$ cat src/core/fbc_pkg.sv
package fbc_pkg;
    // ---------------------------------------------------------------
    // command word layout
    // ---------------------------------------------------------------
    localparam int SHIFT_W = 16; // serial command word width
    localparam int ADDR_LSB = 8; // address nibble position
    localparam int ADDR_W = 4; // address nibble width
    localparam logic [3:0] ADDR_NOOP = 4'h0; // chain_pass_through
    localparam logic [3:0] ADDR_FEATURE = 4'he; // feature_control
    // ---------------------------------------------------------------
    // feature_control fields
    // ---------------------------------------------------------------
    localparam logic [7:0] FEATURE_RESET = 8'h00;
    localparam logic [7:0] FEATURE_MASK = 8'hf7; // unused_bit reads 0
    localparam int B_EXT_CLK = 0; // external timebase select
    localparam int B_RESTORE = 1; // control defaults restore
    localparam int B_HEX_FONT = 2; // font table choice
    localparam int B_BLINK_EN = 4; // flash toggle enable
    localparam int B_LONG_PER = 5; // flash period choice
    localparam int B_ALIGN = 6; // flash align on latch
    localparam int B_START_ON = 7; // flash initial phase
    // ---------------------------------------------------------------
    // timing
    // ---------------------------------------------------------------
    localparam int CLK_HZ = 50_000_000; // ref_clk rate
    localparam int HALF_SHORT_MS = 500; // 1 s period, half of it
    localparam int HALF_LONG_MS = 1000; // 2 s period, half of it
    localparam int HALF_SHORT_CYC = (CLK_HZ / 1000) * HALF_SHORT_MS;
    localparam int HALF_LONG_CYC = (CLK_HZ / 1000) * HALF_LONG_MS;
    localparam int CNT_W = 32; // timing counter width
    localparam int SYNC_N = 3; // pin synchroniser depth
endpackage

$ cat src/core/fbc_feature_ctrl.sv
// Behaviour
// - feature register clears to zero at reset
// - bit0 picks oscillator or shift clock timebase
// - bit1 write pulses restore of control registers
// - restore leaves digit data registers untouched
// - bit2 selects code-B or hex font
// - bit4 switches blinking off or on
// - bit5 selects 1 s or 2 s period
// - bit6 clears timing counter on latch rise
// - bit7 picks first blink phase on/off
// - latch updates addressed register, chain_pass_through changes none
module fbc_feature_ctrl
    import fbc_pkg::*;
#(
    parameter int HALF_SHORT = HALF_SHORT_CYC, // short half period
    parameter int HALF_LONG = HALF_LONG_CYC // long half period
)
(
    // clock and reset
    input logic ref_clk,
    input logic reset_n,
    // serial link pins
    input logic shift_clk_pin,
    input logic serial_in_pin,
    input logic latch_strobe,
    output logic serial_out_pin,
    // feature controls towards the display core
    output logic [7:0] feature_q,
    output logic ext_clk_sel,
    output logic hex_font_sel,
    output logic ctrl_restore,
    output logic timebase_tick,
    output logic display_on
);
    // ---------------------------------------------------------------
    // state
    // ---------------------------------------------------------------
    typedef struct packed {
        logic [SYNC_N-1:0] sclk_s; // shift clock synchroniser
        logic [SYNC_N-1:0] sdi_s; // serial data synchroniser
        logic [SYNC_N-1:0] ld_s; // latch synchroniser
        logic sclk_f; // filtered shift clock level
        logic ld_f; // filtered latch level
        logic sdi_f; // filtered serial data level
        logic [SHIFT_W-1:0] sr; // input shift register
        logic [7:0] feat; // feature_control
        logic restore; // one-cycle restore pulse
        logic [CNT_W-1:0] cnt; // blink timing counter
        logic phase; // current blink phase, 1 = lit
    } fbc_state_t;

    fbc_state_t q_q; // registered state
    fbc_state_t q_d; // next state
    logic sclk_rise; // filtered shift clock rising edge
    logic ld_rise; // filtered latch rising edge
    logic tick; // timebase advance
    logic [CNT_W-1:0] half; // active half period in ticks
    logic [ADDR_W-1:0] addr; // address nibble held in shift reg

    // ---------------------------------------------------------------
    // edge detection on agreed synchroniser stages
    // ---------------------------------------------------------------
    assign sclk_rise = q_q.sclk_s[1] & q_q.sclk_s[2] & ~q_q.sclk_f;
    assign ld_rise = q_q.ld_s[1] & q_q.ld_s[2] & ~q_q.ld_f;
    assign addr = q_q.sr[ADDR_LSB +: ADDR_W];
    // external mode advances only on shift clock edges
    // internal mode ticks on every cycle of ref_clk
    assign tick = q_q.feat[B_EXT_CLK] ? sclk_rise : 1'h1;
    // half period follows the period choice
    assign half = q_q.feat[B_LONG_PER] ? CNT_W'(HALF_LONG)
        : CNT_W'(HALF_SHORT);

    // ---------------------------------------------------------------
    // next state
    // ---------------------------------------------------------------
    always_comb
    begin
        // hold every field unless a branch below moves it
        q_d = q_q;
        // restore is a one-cycle pulse, low unless a write sets it
        q_d.restore = 1'h0;
        // synchronisers shift in the pin levels
        q_d.sclk_s = {q_q.sclk_s[1:0], shift_clk_pin};
        q_d.sdi_s = {q_q.sdi_s[1:0], serial_in_pin};
        q_d.ld_s = {q_q.ld_s[1:0], latch_strobe};
        // a level counts once stages two and three agree
        if (q_q.sclk_s[1] == q_q.sclk_s[2])
        begin
            q_d.sclk_f = q_q.sclk_s[2];
        end
        if (q_q.ld_s[1] == q_q.ld_s[2])
        begin
            q_d.ld_f = q_q.ld_s[2];
        end
        if (q_q.sdi_s[1] == q_q.sdi_s[2])
        begin
            q_d.sdi_f = q_q.sdi_s[2];
        end
        // shift in on shift clock rise, msb falls out
        if (sclk_rise)
        begin
            q_d.sr = {q_q.sr[SHIFT_W-2:0], q_q.sdi_f};
        end
        // timing counter advances per tick and wraps per half
        if (tick)
        begin
            if (q_q.cnt >= half - CNT_W'(1))
            begin
                q_d.cnt = '0;
                q_d.phase = ~q_q.phase;
            end
            else
            begin
                q_d.cnt = q_q.cnt + CNT_W'(1);
            end
        end
        // latch rise acts on the held command
        if (ld_rise)
        begin
            if (addr == ADDR_FEATURE)
            begin
                q_d.feat = q_q.sr[7:0] & FEATURE_MASK;
                // pulse only; digit data lives elsewhere
                q_d.restore = q_q.sr[B_RESTORE];
                // blinking switched on starts in chosen phase
                if (q_q.sr[B_BLINK_EN] && !q_q.feat[B_BLINK_EN])
                begin
                    q_d.cnt = '0;
                    q_d.phase = q_q.sr[B_START_ON];
                end
            end
            // chain_pass_through and foreign addresses leave feat alone; only the align step below acts on them
            if (q_q.feat[B_ALIGN])
            begin
                // align timing across chained devices
                q_d.cnt = '0;
                q_d.phase = q_d.feat[B_START_ON];
            end
        end
    end

    // ---------------------------------------------------------------
    // state register
    // ---------------------------------------------------------------
    always_ff @(posedge ref_clk)
    begin
        if (!reset_n)
        begin
            // synchronous reset: all fields zero, pins seen idle low
            q_q <= '0;
            q_q.feat <= FEATURE_RESET;
        end
        else
        begin
            q_q <= q_d;
        end
    end

    // ---------------------------------------------------------------
    // outputs
    // ---------------------------------------------------------------
    // link output is the msb, the bit that leaves the shift register on the next shift
    assign serial_out_pin = q_q.sr[SHIFT_W-1];
    // stands for the register read; bit 3 always reads zero
    assign feature_q = q_q.feat;
    // timebase and font selects come straight from flops
    assign ext_clk_sel = q_q.feat[B_EXT_CLK];
    assign hex_font_sel = q_q.feat[B_HEX_FONT];
    // restore pulse goes to the other control registers
    assign ctrl_restore = q_q.restore;
    assign timebase_tick = tick;
    // display lit unless blinking and in the dark phase
    assign display_on = ~q_q.feat[B_BLINK_EN] | q_q.phase;
endmodule

$ cat config.mk
export PLATFORM = sky130hd
export DESIGN_NAME = fbc_feature_ctrl
export DESIGN_NICKNAME = d
export VERILOG_FILES = /design/src/core/fbc_pkg.sv /design/src/core/fbc_feature_ctrl.sv
export SDC_FILE = /design/constraint.sdc
export NUM_CORES = 1
export LEC_CHECK = 0
export ABC_AREA = 1
export BUFFER_PORTS_ARGS = -buffer_cell sky130_fd_sc_hd__buf_2
export CORE_MARGIN = 5
export CORE_UTILIZATION = 40
export CTS_BUF_LIST = sky130_fd_sc_hd__clkbuf_4 sky130_fd_sc_hd__clkbuf_8 sky130_fd_sc_hd__clkbuf_16
export DETAILED_ROUTE_END_ITERATION = 6
export PLACE_DENSITY = 0.66
export SYNTH_ARGS = -nofsm -noshare
export SYNTH_HDL_FRONTEND = slang
export SYNTH_SLANG_ARGS = --single-unit
$ cat constraint.sdc
create_clock -name ref_clk -period 3.2 [get_ports ref_clk]
set_clock_uncertainty 0.2 [all_clocks]
set_input_delay 0.16 -clock ref_clk [delete_from_list [all_inputs] [get_ports ref_clk]]
set_output_delay 0.16 -clock ref_clk [all_outputs]
set_load 0.02 [all_outputs]
; Yosys cells after proc, flatten, opt, wreduce, memory -nomap -nowiden
; Cells that the tools add are included.
[word_totals]
reg_bits = 69
latchBits = 0
ram_bits = 0
rom_bits = 0
mem_count = 0
[classes]
addsub = 2
n_mul = 0
n_div = 0
n_lt_le_gt_ge = 1
eq_ne = 4
shift = 0
n_mux = 9
n_bitwise = 9
n_reduce_logical = 4
[op_table]
columns = operator, count
row1 = $mux W33, 4
row2 = $mux W42, 1
row3 = $add A32 B1 Y32 const B, 1
row4 = $ge A32 B32 Y1, 1
row5 = $mux W32, 1
row6 = $sub A26 B1 Y27 const B, 1
row7 = $mux W26, 1
row8 = $and A1 B1 Y1, 4
row9 = $eq A4 B4 Y1 const B, 1
row10 = $not A1 Y1, 4
row11 = $eq A1 B1 Y1, 3
row12 = $reduce_and A3 Y1, 1
row13 = $mux W1, 2
row14 = $reduce_and A2 Y1, 1
row15 = $logic_and A1 B1 Y1, 1
row16 = $logic_not A1 Y1, 1
row17 = $or A1 B1 Y1, 1

; Logic depth before layout (Yosys ltp)
[depth]
ltp_word = 9
depth_mapped = 14
depth_no_buf = 14

; Worst setup path before layout
; Ideal clock, no wire load.
[synth_path]
kind = reg2reg
startpoint = register q_q (netlist bit feature_q[5])
endpoint = register q_q[13] (netlist name)
setup_ps = 125
arrival_time_ps = 1655
required_ps = 2875
setup_slack_ps = 1220
path_stages_with_launch = 15
path_buffers = 1
period_less_slack_ps = 1980
cell_sequence = dfxtp_1 -> inv_1 -> ha_1 -> nand2_1 -> inv_1 -> nand2_1 -> nor2_1 -> nand2_1 -> nor2_1 -> nand2_1 -> nand2_1 -> nand2_2 -> nand2_4 -> buf_6 -> nor3_2
[synth_via]
elab_chain_cells = 9
[synth_rtl]
columns = item, line_no
row1 = start: declaration, fbc_feature_ctrl.sv:52  ; fbc_state_t q_q;
row2 = start signal: assignment, fbc_feature_ctrl.sv:155  ; q_q <= q_d;
row3 = $mux W26 *, fbc_feature_ctrl.sv:70  ; assign half = q_q.feat[B_LONG_PER] ? CNT_W'(HALF_LONG)
row4 = $sub A26 B1 Y27 *, fbc_feature_ctrl.sv:107  ; if (q_q.cnt >= half - CNT_W'(1))
row5 = $ge A32 B32 Y1 *, fbc_feature_ctrl.sv:107
row6 = $mux W32 *, fbc_feature_ctrl.sv:107
row7 = $mux W33 *, fbc_feature_ctrl.sv:105  ; if (tick)
row8 = $mux W33, fbc_feature_ctrl.sv:126  ; if (q_q.sr[B_BLINK_EN] && !q_q.feat[B_BLINK_EN])
row9 = $mux W42, fbc_feature_ctrl.sv:120  ; if (addr == ADDR_FEATURE)
row10 = $mux W33, fbc_feature_ctrl.sv:133  ; if (q_q.feat[B_ALIGN])
row11 = $mux W33 *, fbc_feature_ctrl.sv:118  ; if (ld_rise)
; Mark *: on every way between the ends. The rest lies on a longest branch, timed or not.
; A chain may end at the register's enable or synchronous reset.

; Worst setup path in the final report
[layout_path]
startpoint = register q_q (netlist bit feature_q[5])
endpoint = register q_q[21] (netlist name)
; Same word-level chain as after synthesis.

==> impl_metrics.env <==
export IMPL_status="complete, no violations"
export IMPL_antenna_found_initial=0
export IMPL_synth_xor_area_frac=0.0235
export IMPL_drive_gt1_frac=0.135
export IMPL_synth_top_area_frac=0.411
export IMPL_final_nets=486
export IMPL_diodes=0
export IMPL_die_y_um=102
export IMPL_path_clk_slew_ns=0.09
export IMPL_routed_via_density=4.90
export IMPL_fmax_mhz=422
export IMPL_power_density_nw_per_um2=441
export IMPL_seqCellArea_um2=1380
export IMPL_num_rows=33
export IMPL_period_needed_ns=2.37
export IMPL_yosys_area_top_type="dfxtp_1"
export IMPL_cts_sinks=69
export IMPL_grt_max_degree=37
export IMPL_die_x_um=102
export IMPL_worstPathMaxFanout=24
export IMPL_ys_ff_latch=69
export IMPL_critPathSlowestCell="dfxtp_1"
export IMPL_min_from="reset_n"
export IMPL_final_setup_viol_count=0
export IMPL_synth_top_family_by_area="simple AND/OR/NAND/NOR gates"
export IMPL_grt_pass1_wl_mm=12.0
export IMPL_synth_adder_area_share=0.0447
export IMPL_avgSynthCellArea_um2=7.37
export IMPL_synth_common_cells="87 x nor2_1, 71 x nand2_1, 69 x dfxtp_1"
export IMPL_rr_worst_depth=13
export IMPL_ys_dominant_reg_cell="dfxtp_1"
export IMPL_numCtsBuffers=9
export IMPL_grt_overflow=0
export IMPL_cp_end_kind="flop"
export IMPL_yosysMostFrequentCell="nor2_1"
export IMPL_cts_tree="yes"
export IMPL_rrSetupSlack_ns=0.83
export IMPL_clock_latency_ns=0.35
export IMPL_synth_seq_area_share=0.411
export IMPL_tns_ns=0
export IMPL_avgRoutedWirePerCell_um=11.9
export IMPL_yosysWarnings=0
export IMPL_critical_path_class="flop to flop"
export IMPL_n_fill_cell=816
export IMPL_drc_errors=0
export IMPL_first_pass_iters=4
export IMPL_vdd_drop_max_mv=0.275
export IMPL_total_power_uw=1630
export IMPL_worst_pin_slew_ns=0.506
export IMPL_worstHoldPathCells=3
export IMPL_rsz0062_at_grt="no"
export IMPL_ys_top_cells_by_area="dfxtp_1 41%, nor2_1 9.7%, nand2_1 7.9%, inv_1 6.4%, ha_1 4.5%"
export IMPL_drt_initial_drc_count=116
export IMPL_synth_async_reset_ratio=0
export IMPL_die_area_um2=10300
export IMPL_num_io_pins=19
export IMPL_num_vias=2835
export IMPL_htree_levels=3
export IMPL_synth_simple_area_share=0.319
export IMPL_fin_crit_sh=0.741
export IMPL_gp_congestion=0.874
export IMPL_hold_violations=0
export IMPL_cp_required_ns=3.23
export IMPL_hp_class="primary input to flop"
export IMPL_arrival_ns=2.40
export IMPL_r2r_start="feature_q[5]$_SDFFE_PN0P_"
export IMPL_drv_slew=0
export IMPL_grt_pass1_vias=2627
export IMPL_synth_mux_area_frac=0
export IMPL_synth_nets=473
export IMPL_antenna_left=0
export IMPL_slowest_delay_ns=0.45
export IMPL_dpl_hpwl_mm=5.04
export IMPL_leakage_uw=0.00165
export IMPL_area_delta_synth_final_pct=9.90
export IMPL_multi_input_area_um2=1640
export IMPL_min_to="q_d[69]$_SDFF_PN0_"
export IMPL_track_usage=0.145
export IMPL_ctsResizeCount=0
export IMPL_io_buffers=17
export IMPL_yosys_cell_types_count=40
export IMPL_cp_cell_sequence="inv_1 > ha_1 > nand2_1 > inv_1 > nand2_1 > nor2_1 > nand2_1 > nor2_1 > nor2_1 > nand2_1 > nand2_2 > nand2_4 > nor2_1"
export IMPL_drt_total_wl_mm=6.88
export IMPL_synth_compound_area_frac=0.0990
export IMPL_slew_limit_headroom=0.662
export IMPL_netlist_area_um2=3360
export IMPL_critPathLaunchType="flop"
export IMPL_clockBufferDepth=2
export IMPL_synth_edf_count=0
export IMPL_start_util=0.409
export IMPL_syn_inst=456
export IMPL_design_core_area_um2=8220
export IMPL_cts_root_buffer="clkbuf_8"
export IMPL_r2r_end="q_q[21]$_SDFF_PN0_"
export IMPL_drv_cap=0
-- layout make-up --
type                            instances  area share
Inverter                               61      0.0620
Multi-Input combinational cell        308       0.443
Clock buffer                            9      0.0335
Sequential cell                        69       0.374
Timing Repair Buffer                   20      0.0312
Clock inverter                          7      0.0207
Tap cell                              105      0.0356
-- logic make-up after synthesis --
family          after synthesis
simple gates                228
compound gates               58
buf+inv                      79
other cells                   1
xor+xnor                      9
fa+ha+maj                    12
flops                        69
-- cells in the final DEF (no fill, tap or decap), types with 2 or more instances in the layout --
cell type,instances
a21oi_1,20
and3_1,2
buf_2,17
clkbuf_8,9
dfxtp_1,69
dlygate4sd3_1,3
ha_1,12
inv_1,57
inv_2,3
inv_6,3
inv_8,3
nand2_1,71
nand2_2,6
nand3_1,19
nand4_1,9
nand4_2,2
nor2_1,87
nor2_2,6
nor2_4,3
nor3_1,10
nor3_2,5
nor4_1,2
o2111ai_1,5
o21ai_0,27
xor2_1,8
-- power breakdown --
part	internal [uW]	switching, uW	total [uW]
clock	312	398	710
combinational	15.3	28.7	44.1
sequential	868	6.18	874
-- state kept, by name (all words and copies together), names as in the netlist --
signal / cells
ctrl_restore: 1
feature_q: 7
serial_out_pin: 1
q_d: 6
addr: 4
q_q: 50
-- metrics by stage --
stage / cells / setup WS, ns / hold WS, ns / instance area, um^2 / util
2_1_floorplan: 456 / 1.22 / 0.0576 / 3360 / -
3_3_place_gp: 560 / 0.846 / 0.142 / 3460 / 0.422
3_5_place_dp: 560 / 0.839 / 0.147 / 3460 / 0.422
4_1_cts: 579 / 0.801 / 0.0522 / 3690 / 0.450
5_1_grt: 579 / 0.609 / 0.0781 / 3690 / 0.450
6_report: 579 / 0.829 / 0.0743 / 3690 / 0.450
-- how the worst max path moves through the flow --
stage | start | end | slack [ns] | depth (start not counted)
5_1_grt | feature_q[5]$_SDFFE_PN0P_ | q_q[21]$_SDFF_PN0_ | 0.61 | 13
4_1_cts | feature_q[5]$_SDFFE_PN0P_ | q_q[23]$_SDFF_PN0_ | 0.80 | 13
2_1_floorplan | feature_q[5]$_SDFFE_PN0P_ | q_q[13]$_SDFF_PN0_ | 1.22 | 14
3_3_place_gp | feature_q[5]$_SDFFE_PN0P_ | q_q[12]$_SDFF_PN0_ | 0.85 | 13
3_5_place_dp | feature_q[5]$_SDFFE_PN0P_ | q_q[21]$_SDFF_PN0_ | 0.84 | 13
6_report | feature_q[5]$_SDFFE_PN0P_ | q_q[21]$_SDFF_PN0_ | 0.83 | 13
-- what timing repair did --
action	4_1_cts	5_1_grt
endpoints found under the hold margin	3	0
hold buffers	3	0
setup buffers	0	0
-- critical path, delay by kind of cell (launching register included) --
family	cells	cell delay [ns]
buffers and inverters	2	0.26
flip-flops	1	0.45
AND/OR/NAND/NOR	10	0.99
adder cells (fa/ha/maj)	1	0.35
-- layer usage --
| layer | GRT usage | wire (um) | part of all wire |
|---|---|---|---|
| met1 | 0.194 | 3380 | 0.49 |
| met2 | 0.218 | 2970 | 0.43 |
| met3 | 0.0489 | 392 | 0.057 |
| met4 | 0.0562 | 136 | 0.020 |
| met5 | 0 | 0 | 0 |
Note: power is estimated with default switching activity, not from simulation.
